File: src/fpdc_pkg.sv
// Constants shared by the flash power-down host controller.
// Assumes a 100 MHz system clock and a x16 asynchronous parallel flash.
package fpdc_pkg;

  // ----------------------------------------
  // Clock and widths
  // ----------------------------------------
  localparam int CLK_PERIOD_NS = 10;
  localparam int ADDR_W        = 18;
  localparam int DATA_W        = 16;
  localparam int CNT_W         = 16;

  // ----------------------------------------
  // Timing in ns and derived cycle counts
  // ----------------------------------------
  // Rounds a least time up to whole cycles, never below one
  function automatic logic [CNT_W-1:0] fpdc_min_cycles(input int t_ns);
    int c;
    c = (t_ns + CLK_PERIOD_NS - 1) / CLK_PERIOD_NS;
    if (c < 1) begin
      c = 1;
    end
    return c[CNT_W-1:0];
  endfunction : fpdc_min_cycles

  localparam int PD_PULSE_NS   = 100;
  localparam int WAKE_RD_NS    = 1000;
  localparam int WAKE_WR_NS    = 1000;
  localparam int READ_ACC_NS   = 90;
  localparam int WE_LOW_NS     = 50;
  localparam int WE_HIGH_NS    = 30;

  localparam logic [CNT_W-1:0] PD_PULSE_CYC = fpdc_min_cycles(PD_PULSE_NS);
  localparam logic [CNT_W-1:0] WAKE_RD_CYC  = fpdc_min_cycles(WAKE_RD_NS);
  localparam logic [CNT_W-1:0] WAKE_WR_CYC  = fpdc_min_cycles(WAKE_WR_NS);
  localparam logic [CNT_W-1:0] READ_ACC_CYC = fpdc_min_cycles(READ_ACC_NS);
  localparam logic [CNT_W-1:0] WE_LOW_CYC   = fpdc_min_cycles(WE_LOW_NS);
  localparam logic [CNT_W-1:0] WE_HIGH_CYC  = fpdc_min_cycles(WE_HIGH_NS);
  // Two synchroniser stages sit between the data pins and the capture
  localparam logic [CNT_W-1:0] SYNC_CYC     = 16'h0002;

  // ----------------------------------------
  // User command codes
  // ----------------------------------------
  localparam logic [1:0] OP_READ  = 2'h0;
  localparam logic [1:0] OP_WRITE = 2'h1;
  localparam logic [1:0] OP_SLEEP = 2'h2;
  localparam logic [1:0] OP_WAKE  = 2'h3;

  // ----------------------------------------
  // Sequencer states
  // ----------------------------------------
  typedef enum logic [5:0] {
    ST_IDLE    = 6'h01,
    ST_READ    = 6'h02,
    ST_WR_LOW  = 6'h04,
    ST_WR_HIGH = 6'h08,
    ST_PD_LOW  = 6'h10,
    ST_PD_HOLD = 6'h20
  } fpdc_state_type;

endpackage : fpdc_pkg

File: src/fpdc_sync.sv
// Two-stage synchroniser for pins arriving from outside the clock domain.
// Assumes each bit is sampled independently; buses must be quasi-static.
`timescale 1ns/1ps
module fpdc_sync #(
  parameter int WIDTH = 1
) (
  input  wire logic             clk_sys,
  input  wire logic             srst,
  input  wire logic [WIDTH-1:0] async_in,
  output logic      [WIDTH-1:0] sync_out
);

  logic [WIDTH-1:0] stage1;

  // ----------------------------------------
  // Stages
  // ----------------------------------------
  always_ff @(posedge clk_sys) begin
    if (srst) begin
      stage1   <= '0;
      sync_out <= '0;
    end else begin
      stage1   <= async_in;
      sync_out <= stage1;
    end
  end

endmodule : fpdc_sync

File: src/fpdc_host.sv
// Host sequencer driving an asynchronous NOR flash: reads, command writes,
// deep power-down entry and exit. Assumes all flash pins are board-level
// and the user side is on clk_sys.
`timescale 1ns/1ps
// Contract
// - Host holds reset_powerdown_n low at least 100 ns.
// - No valid read data before wake_to_output_valid_time after wake.
// - Host waits wake_to_write_time after wake before any command write.
// - reset_powerdown_n follows the system reset.
// - Block erase needs erase data with an address inside the block.
// - Word or byte write needs write command and target address.
module fpdc_host
  import fpdc_pkg::*;
(
  input  wire logic              clk_sys,
  input  wire logic              srst,
  input  wire logic              cmd_valid,
  output logic                   cmd_ready,
  input  wire logic [1:0]        cmd_op,
  input  wire logic [ADDR_W-1:0] cmd_addr,
  input  wire logic [DATA_W-1:0] cmd_wdata,
  output logic                   rsp_valid,
  output logic      [DATA_W-1:0] rsp_rdata,
  output logic                   flash_busy,
  output logic                   powered_down,
  output logic                   chip_select_n,
  output logic                   output_enable_n,
  output logic                   write_strobe_n,
  output logic                   reset_powerdown_n,
  output logic      [ADDR_W-1:0] flash_addr,
  output logic      [DATA_W-1:0] data_pins_out,
  output logic                   data_pins_oe,
  input  wire logic [DATA_W-1:0] data_pins_in,
  input  wire logic              ready_busy_n
);

  // ----------------------------------------
  // Declarations
  // ----------------------------------------
  fpdc_state_type   state;
  logic [CNT_W-1:0] step_cnt;
  logic [CNT_W-1:0] wake_cnt;
  logic [DATA_W-1:0] data_sync;
  logic             rdy_sync;
  logic             take;
  logic             rd_ok;
  logic             wr_ok;

  // ----------------------------------------
  // Pin synchronisers
  // ----------------------------------------
  fpdc_sync #(.WIDTH(DATA_W)) u_data_sync (
    .clk_sys  (clk_sys),
    .srst     (srst),
    .async_in (data_pins_in),
    .sync_out (data_sync)
  );

  fpdc_sync #(.WIDTH(1)) u_rdy_sync (
    .clk_sys  (clk_sys),
    .srst     (srst),
    .async_in (ready_busy_n),
    .sync_out (rdy_sync)
  );

  // ----------------------------------------
  // Acceptance
  // ----------------------------------------
  // Reads and writes wait out their own wake-up intervals after power-down
  assign rd_ok = (wake_cnt >= WAKE_RD_CYC);
  assign wr_ok = (wake_cnt >= WAKE_WR_CYC);

  always_comb begin
    cmd_ready = 1'b0;
    unique case (cmd_op)
      OP_READ:  cmd_ready = (state == ST_IDLE) && rd_ok;
      OP_WRITE: cmd_ready = (state == ST_IDLE) && wr_ok;
      OP_SLEEP: cmd_ready = (state == ST_IDLE);
      OP_WAKE:  cmd_ready = (state == ST_PD_HOLD);
    endcase
  end

  assign take = cmd_valid && cmd_ready;

  // ----------------------------------------
  // Sequencer
  // ----------------------------------------
  // System reset also drives the flash through a full power-down pulse
  always_ff @(posedge clk_sys) begin
    if (srst) begin
      state    <= ST_PD_LOW;
      step_cnt <= PD_PULSE_CYC;
    end else begin
      unique case (state)
        ST_IDLE: begin
          if (take) begin
            unique case (cmd_op)
              OP_READ: begin
                state    <= ST_READ;
                step_cnt <= CNT_W'(READ_ACC_CYC + SYNC_CYC);
              end
              OP_WRITE: begin
                state    <= ST_WR_LOW;
                step_cnt <= WE_LOW_CYC;
              end
              OP_SLEEP: begin
                state    <= ST_PD_LOW;
                step_cnt <= PD_PULSE_CYC;
              end
              OP_WAKE: begin
                state <= ST_IDLE;
              end
            endcase
          end
        end
        ST_READ: begin
          step_cnt <= step_cnt - 16'h0001;
          if (step_cnt == 16'h0001) begin
            state <= ST_IDLE;
          end
        end
        ST_WR_LOW: begin
          step_cnt <= step_cnt - 16'h0001;
          if (step_cnt == 16'h0001) begin
            state    <= ST_WR_HIGH;
            step_cnt <= WE_HIGH_CYC;
          end
        end
        ST_WR_HIGH: begin
          step_cnt <= step_cnt - 16'h0001;
          if (step_cnt == 16'h0001) begin
            state <= ST_IDLE;
          end
        end
        ST_PD_LOW: begin
          step_cnt <= step_cnt - 16'h0001;
          if (step_cnt == 16'h0001) begin
            state <= ST_PD_HOLD;
          end
        end
        ST_PD_HOLD: begin
          if (take) begin
            state <= ST_IDLE;
          end
        end
      endcase
    end
  end

  // ----------------------------------------
  // Wake-up timer
  // ----------------------------------------
  // Saturates at the longer of the two intervals so it never wraps
  always_ff @(posedge clk_sys) begin
    if (srst) begin
      wake_cnt <= 16'h0000;
    end else if (state == ST_PD_LOW || state == ST_PD_HOLD) begin
      wake_cnt <= 16'h0000;
    end else if (!(rd_ok && wr_ok)) begin
      wake_cnt <= wake_cnt + 16'h0001;
    end
  end

  // ----------------------------------------
  // Flash pins
  // ----------------------------------------
  // Write strobe rises one state before chip select, so it is the latching edge
  always_ff @(posedge clk_sys) begin
    if (srst) begin
      chip_select_n     <= 1'b1;
      output_enable_n   <= 1'b1;
      write_strobe_n    <= 1'b1;
      reset_powerdown_n <= 1'b0;
      data_pins_oe      <= 1'b0;
    end else begin
      reset_powerdown_n <= !(state == ST_PD_LOW || state == ST_PD_HOLD) || take;
      if (state == ST_IDLE && take && cmd_op == OP_READ) begin
        chip_select_n   <= 1'b0;
        output_enable_n <= 1'b0;
      end else if (state == ST_IDLE && take && cmd_op == OP_WRITE) begin
        chip_select_n  <= 1'b0;
        write_strobe_n <= 1'b0;
        data_pins_oe   <= 1'b1;
      end else if (state == ST_READ && step_cnt == 16'h0001) begin
        chip_select_n   <= 1'b1;
        output_enable_n <= 1'b1;
      end else if (state == ST_WR_LOW && step_cnt == 16'h0001) begin
        write_strobe_n <= 1'b1;
      end else if (state == ST_WR_HIGH && step_cnt == 16'h0001) begin
        chip_select_n <= 1'b1;
        data_pins_oe  <= 1'b0;
      end else if (state == ST_PD_LOW || state == ST_PD_HOLD) begin
        chip_select_n   <= 1'b1;
        output_enable_n <= 1'b1;
        write_strobe_n  <= 1'b1;
        data_pins_oe    <= 1'b0;
      end
    end
  end

  // Address and data held from acceptance to the end of the cycle
  always_ff @(posedge clk_sys) begin
    if (srst) begin
      flash_addr    <= '0;
      data_pins_out <= '0;
    end else if (take && (cmd_op == OP_READ || cmd_op == OP_WRITE)) begin
      flash_addr    <= cmd_addr;
      data_pins_out <= cmd_wdata;
    end
  end

  // ----------------------------------------
  // Read response and status
  // ----------------------------------------
  always_ff @(posedge clk_sys) begin
    if (srst) begin
      rsp_valid <= 1'b0;
      rsp_rdata <= '0;
    end else begin
      rsp_valid <= (state == ST_READ) && (step_cnt == 16'h0001);
      if (state == ST_READ && step_cnt == 16'h0001) begin
        rsp_rdata <= data_sync;
      end
    end
  end

  always_ff @(posedge clk_sys) begin
    if (srst) begin
      flash_busy   <= 1'b0;
      powered_down <= 1'b1;
    end else begin
      flash_busy   <= !rdy_sync;
      powered_down <= (state == ST_PD_LOW || state == ST_PD_HOLD);
    end
  end

endmodule : fpdc_host

File: config.mk
export PLATFORM = sky130hd
export DESIGN_NAME = fpdc_host
export DESIGN_NICKNAME = d
export VERILOG_FILES = /design/src/fpdc_pkg.sv /design/src/fpdc_sync.sv /design/src/fpdc_host.sv
export SDC_FILE = /design/constraint.sdc
export NUM_CORES = 1
export LEC_CHECK = 0
export BUFFER_PORTS_ARGS = -buffer_cell sky130_fd_sc_hd__buf_2
export CORE_ASPECT_RATIO = 0.7
export CORE_MARGIN = 2
export CORE_UTILIZATION = 45
export CTS_BUF_LIST = sky130_fd_sc_hd__clkbuf_8
export DETAILED_ROUTE_END_ITERATION = 12
export GPL_TIMING_DRIVEN = 0
export PLACE_DENSITY = 0.7
export SLEW_MARGIN = 20
export SYNTH_ARGS = -nofsm -noshare
export SYNTH_HDL_FRONTEND = slang
export SYNTH_SLANG_ARGS = --single-unit
File: constraint.sdc
create_clock -name clk_sys -period 6.9 [get_ports clk_sys]
set_input_delay 0 -clock clk_sys [delete_from_list [all_inputs] [get_ports clk_sys]]
set_output_delay 0 -clock clk_sys [all_outputs]
set_load 0.005 [all_outputs]
==> summary.md <==
| Metric | Value |
|---|---|
| Setup Skew | 0.00750 ns |
| Worst rel slew slack | 39.4% |
| Min-delay src | cmd_op[0] |
| Post-Synth XOR/XNOR Area | 1.23% |
| Worst hold stages | 4 |
| CTS tree | done |
| CP Data Required Time | 7.27 ns |
| Ys Warns | 0 |
| Starting DRC count in detailed routing | between 200 and 300 |
| EDFF count, synth | 0 |
| Count leader, synth | dfxtp_1 |
| FF-to-FF Start | wake_cnt[8] |
| Top_reg_cell synth | dfxtp_1 |
| Post-synthesis net count | about 600 |
| Total clock sinks | 130 |
| FF-to-FF End | step_cnt[11] |
| Setup TNS | 0 ns |
| Synth Area in Adders | 2.51% |
| Chip Height | between 90 and 100 um |
| Met2 WL | 5270 um |
| Gr usage total | 20.6% |
| Grt total ovfl | 0 |
| Pwr dens | between 200 and 300 nW/um^2 |
| Post-route cell area | about 6600 um^2 |
| Final hold violations | 0 |
| Final setup fails | 0 |
| Syn avg cell area | 9.61 um^2 |
| R2R depth | 8 |
| Crit path DAT | 3.17 ns |
| Worst slew pin tran | 0.897 ns |
| Startpoint Class | flop |
| Synthesized-area fraction occupied by and/or/nand/nor cells | between 20% and 30% |
| Status | complete, no violations |
| Critical path class | flop to flop |
| Crit path largest cell delay | between 0.7 and 0.8 ns |
| Top post-synthesis cells by area | dfxtp_1 (52%), mux2i_1 (7.0%), nor2_1 (4.8%), nor2b_1 (4.6%), a21oi_1 (3.8%) |
| Fmax | ~360 MHz |
| DIE AREA | 12000 um^2 |
| Routed met3 length | 837 um |
| Hold EP | step_cnt[2] |
| Setup Slack @ Placement | 4.11 ns |
| # Max-Cap Violations | 0 |
| Crit path launch | wake_cnt[8] |
| Crit path cell chain | nor3_1 > o22ai_1 > nor4b_1 > o21a_1 > buf_4 > buf_2 > o21ai_0 > a21oi_1 |
| Mux cell area share after synthesis | under 10% |
| Avg WL per Cell | ~14 um |
| Max Slew Vio Count | 0 |
| RSZ-0062 raised after global routing | false |
| WHS | 0.0902 ns |
| #FFs+latches synth | 130 |
| Vias in the first global route | 4190 |
| # IOs | 115 |
| Post-synth top cells | dfxtp_1 (130), nor2_1 (64), nand2_1 (42) |
| M1 WL | 5410 um |
| Mapped Area | 4990 um^2 |
| Sequential-to-total area share from yosys stat | between 50% and 60% |
| Die width | 130 um |
| Clock Tree Buf Depth | 2 |
| Row count | 32 |
| Crit-path max FO | 10 |
| Antenna Violating Nets Remaining | 0 |
| Root Buffer | clkbuf_8 |
| Synthesized instance count | roughly 520 |
| Largest family of logic cells by synthesized area | simple AND/OR/NAND/NOR gates |
| Clock Latency Late Sink | 0.44 ns |
| HP Class | primary input to flop |
| DR vias | roughly 4300 |
| Compound-gate portion of the synthesized area | around a tenth |
| Post-CTS Setup Inserts | 0 |
| DRC violations left | 0 |
| Fin nets | 769 |
| Pleak | about 2.7 nW |
| CTS buffer count | 17 |
| Post-CTS sizing | 0 |
| Peak supply drop | 133 uV |
| CTS clk-pin slew, worst paths | 0.07 ns |
| Post-route setup slack | just over 4 ns |
| First-pass GRT wire length | 19300 um |
| # diodes | 0 |
| Largest net degree at the start of global routing | 17 |
| FFs w/ async S/R, synth | 0% |
| Final Core Density | 60.6% |
| Yosys top cell area share | 52.2% |
| Buffers added on ports | 113 |
| Post-route minimum period | 2.80 ns |
| H-tree depth | 4 |
| Dominant cell type by area after synthesis | dfxtp_1 |
| Placed cell area | 5750 um^2 |
| Detailed-route vias per instance | 4.99 |
| Initial antenna violation count | 0 |
| Core area | 10900 um^2 |
| Worst path slowest cell | nor4b_1 |
| Endpoint class of the critical path | flop |
| Synth unique cells | 58 |
| Register-to-Register Setup Slack | 4.10 ns |
| Top layer used by detailed routing | met4 |
| Area delta synth->final | 32.3% |
| Fin crit share | 40.6% |
| Final WL | 11800 um |
| Initial Util | 45.8% |
| Share of post-route cells with drive strength above 1 | 23.2% |
| CTS Hold Bufs | 52 |
| Gpl congestion | 0.865 |
| Post-DP HPWL | 7850 um |
| 1st-pass router iterations | 5 |
cell usage in the layout, fill, tap and decap left out, types with 3 or more instances in the layout:
master	instances
o21ai_0	14
dfxtp_1	130
clkinv_4	3
buf_4	5
xor2_1	5
o32ai_1	3
nand3_1	5
nor2b_1	37
and2_1	10
nand3b_1	5
nand4_1	6
a21oi_1	38
clkinvlp_4	3
mux2i_1	35
dlygate4sd3_1	52
o31ai_1	3
nand4b_1	4
or4_2	3
buf_2	116
clkinv_2	4
inv_1	10
clkbuf_1	14
nand2b_1	4
a211oi_1	3
ha_1	10
o41ai_1	3
nor3_1	9
clkbuf_8	19
a221oi_1	3
or3_1	7
nand2_1	42
nor2_1	64
nor4_1	5
metal layers:
metal	track usage (%)	vias to the layer above
met5	0	-
met4	8.87	0
met3	7.23	31
met2	31.9	154
met1	25.9	1988
li1	-	2152
worst max-delay path by stage:
| stage | end | depth (start not counted) |
|---|---|---|
| 4_1_cts | step_cnt[8] | 8 |
| 6_report | step_cnt[11] | 8 |
| 5_1_grt | step_cnt[8] | 8 |
| 3_3_place_gp | step_cnt[7] | 8 |
| 3_5_place_dp | step_cnt[8] | 8 |
| 2_1_floorplan | rsp_rdata[7] | 8 |
kinds of logic after synthesis:
kind of cell               count (synthesis)
and+or+nand+nor                          215
DFF                                      130
AOI/OAI and AO/OA                         85
buffers and inverters                     37
muxes                                     35
adders and majority gates                 10
xor gates and xnor gates                   7
layout make-up:
class	instances	area, um^2
Buffer	26	156
Clock buffer	18	248
Clock inverter	12	86.3
Fill cell	915	4290
Inverter	11	41.3
Multi-Input combinational cell	352	2190
Sequential cell	130	2600
Tap cell	153	191
Timing Repair Buffer	165	1090
metrics by stage:
| stage | power [mW] | instances |
|---|---|---|
| after floorplan | 1.10 | 519 |
| after global placement | 1.20 | 785 |
| after detailed placement | 1.21 | 785 |
| after CTS | 1.79 | 867 |
| after global routing | 1.88 | 867 |
| final | 1.78 | 867 |
worst max-delay path: cells and delay by family, from the launching register on:
family	cells	cell delay [ns]
AOI/OAI and AO/OA	4	0.76
buffers and inverters	2	0.45
DFF	1	0.31
and+or+nand+nor	2	1.21
power by group:
group	switching, mW	internal [mW]
clock	0.297	0.254
sequential	0.0373	0.792
combinational	0.241	0.157
registers in the layout (all words and copies together), names as in the netlist, 6 cells and up:
register and count:
wake_cnt 16, flash_addr 18, u_data_sync.sync_out 16, u_data_sync.stage1 16, rsp_rdata 16, state 6, data_pins_out 16, step_cnt 16
No activity file was read; power rests on OpenSTA's default activity.
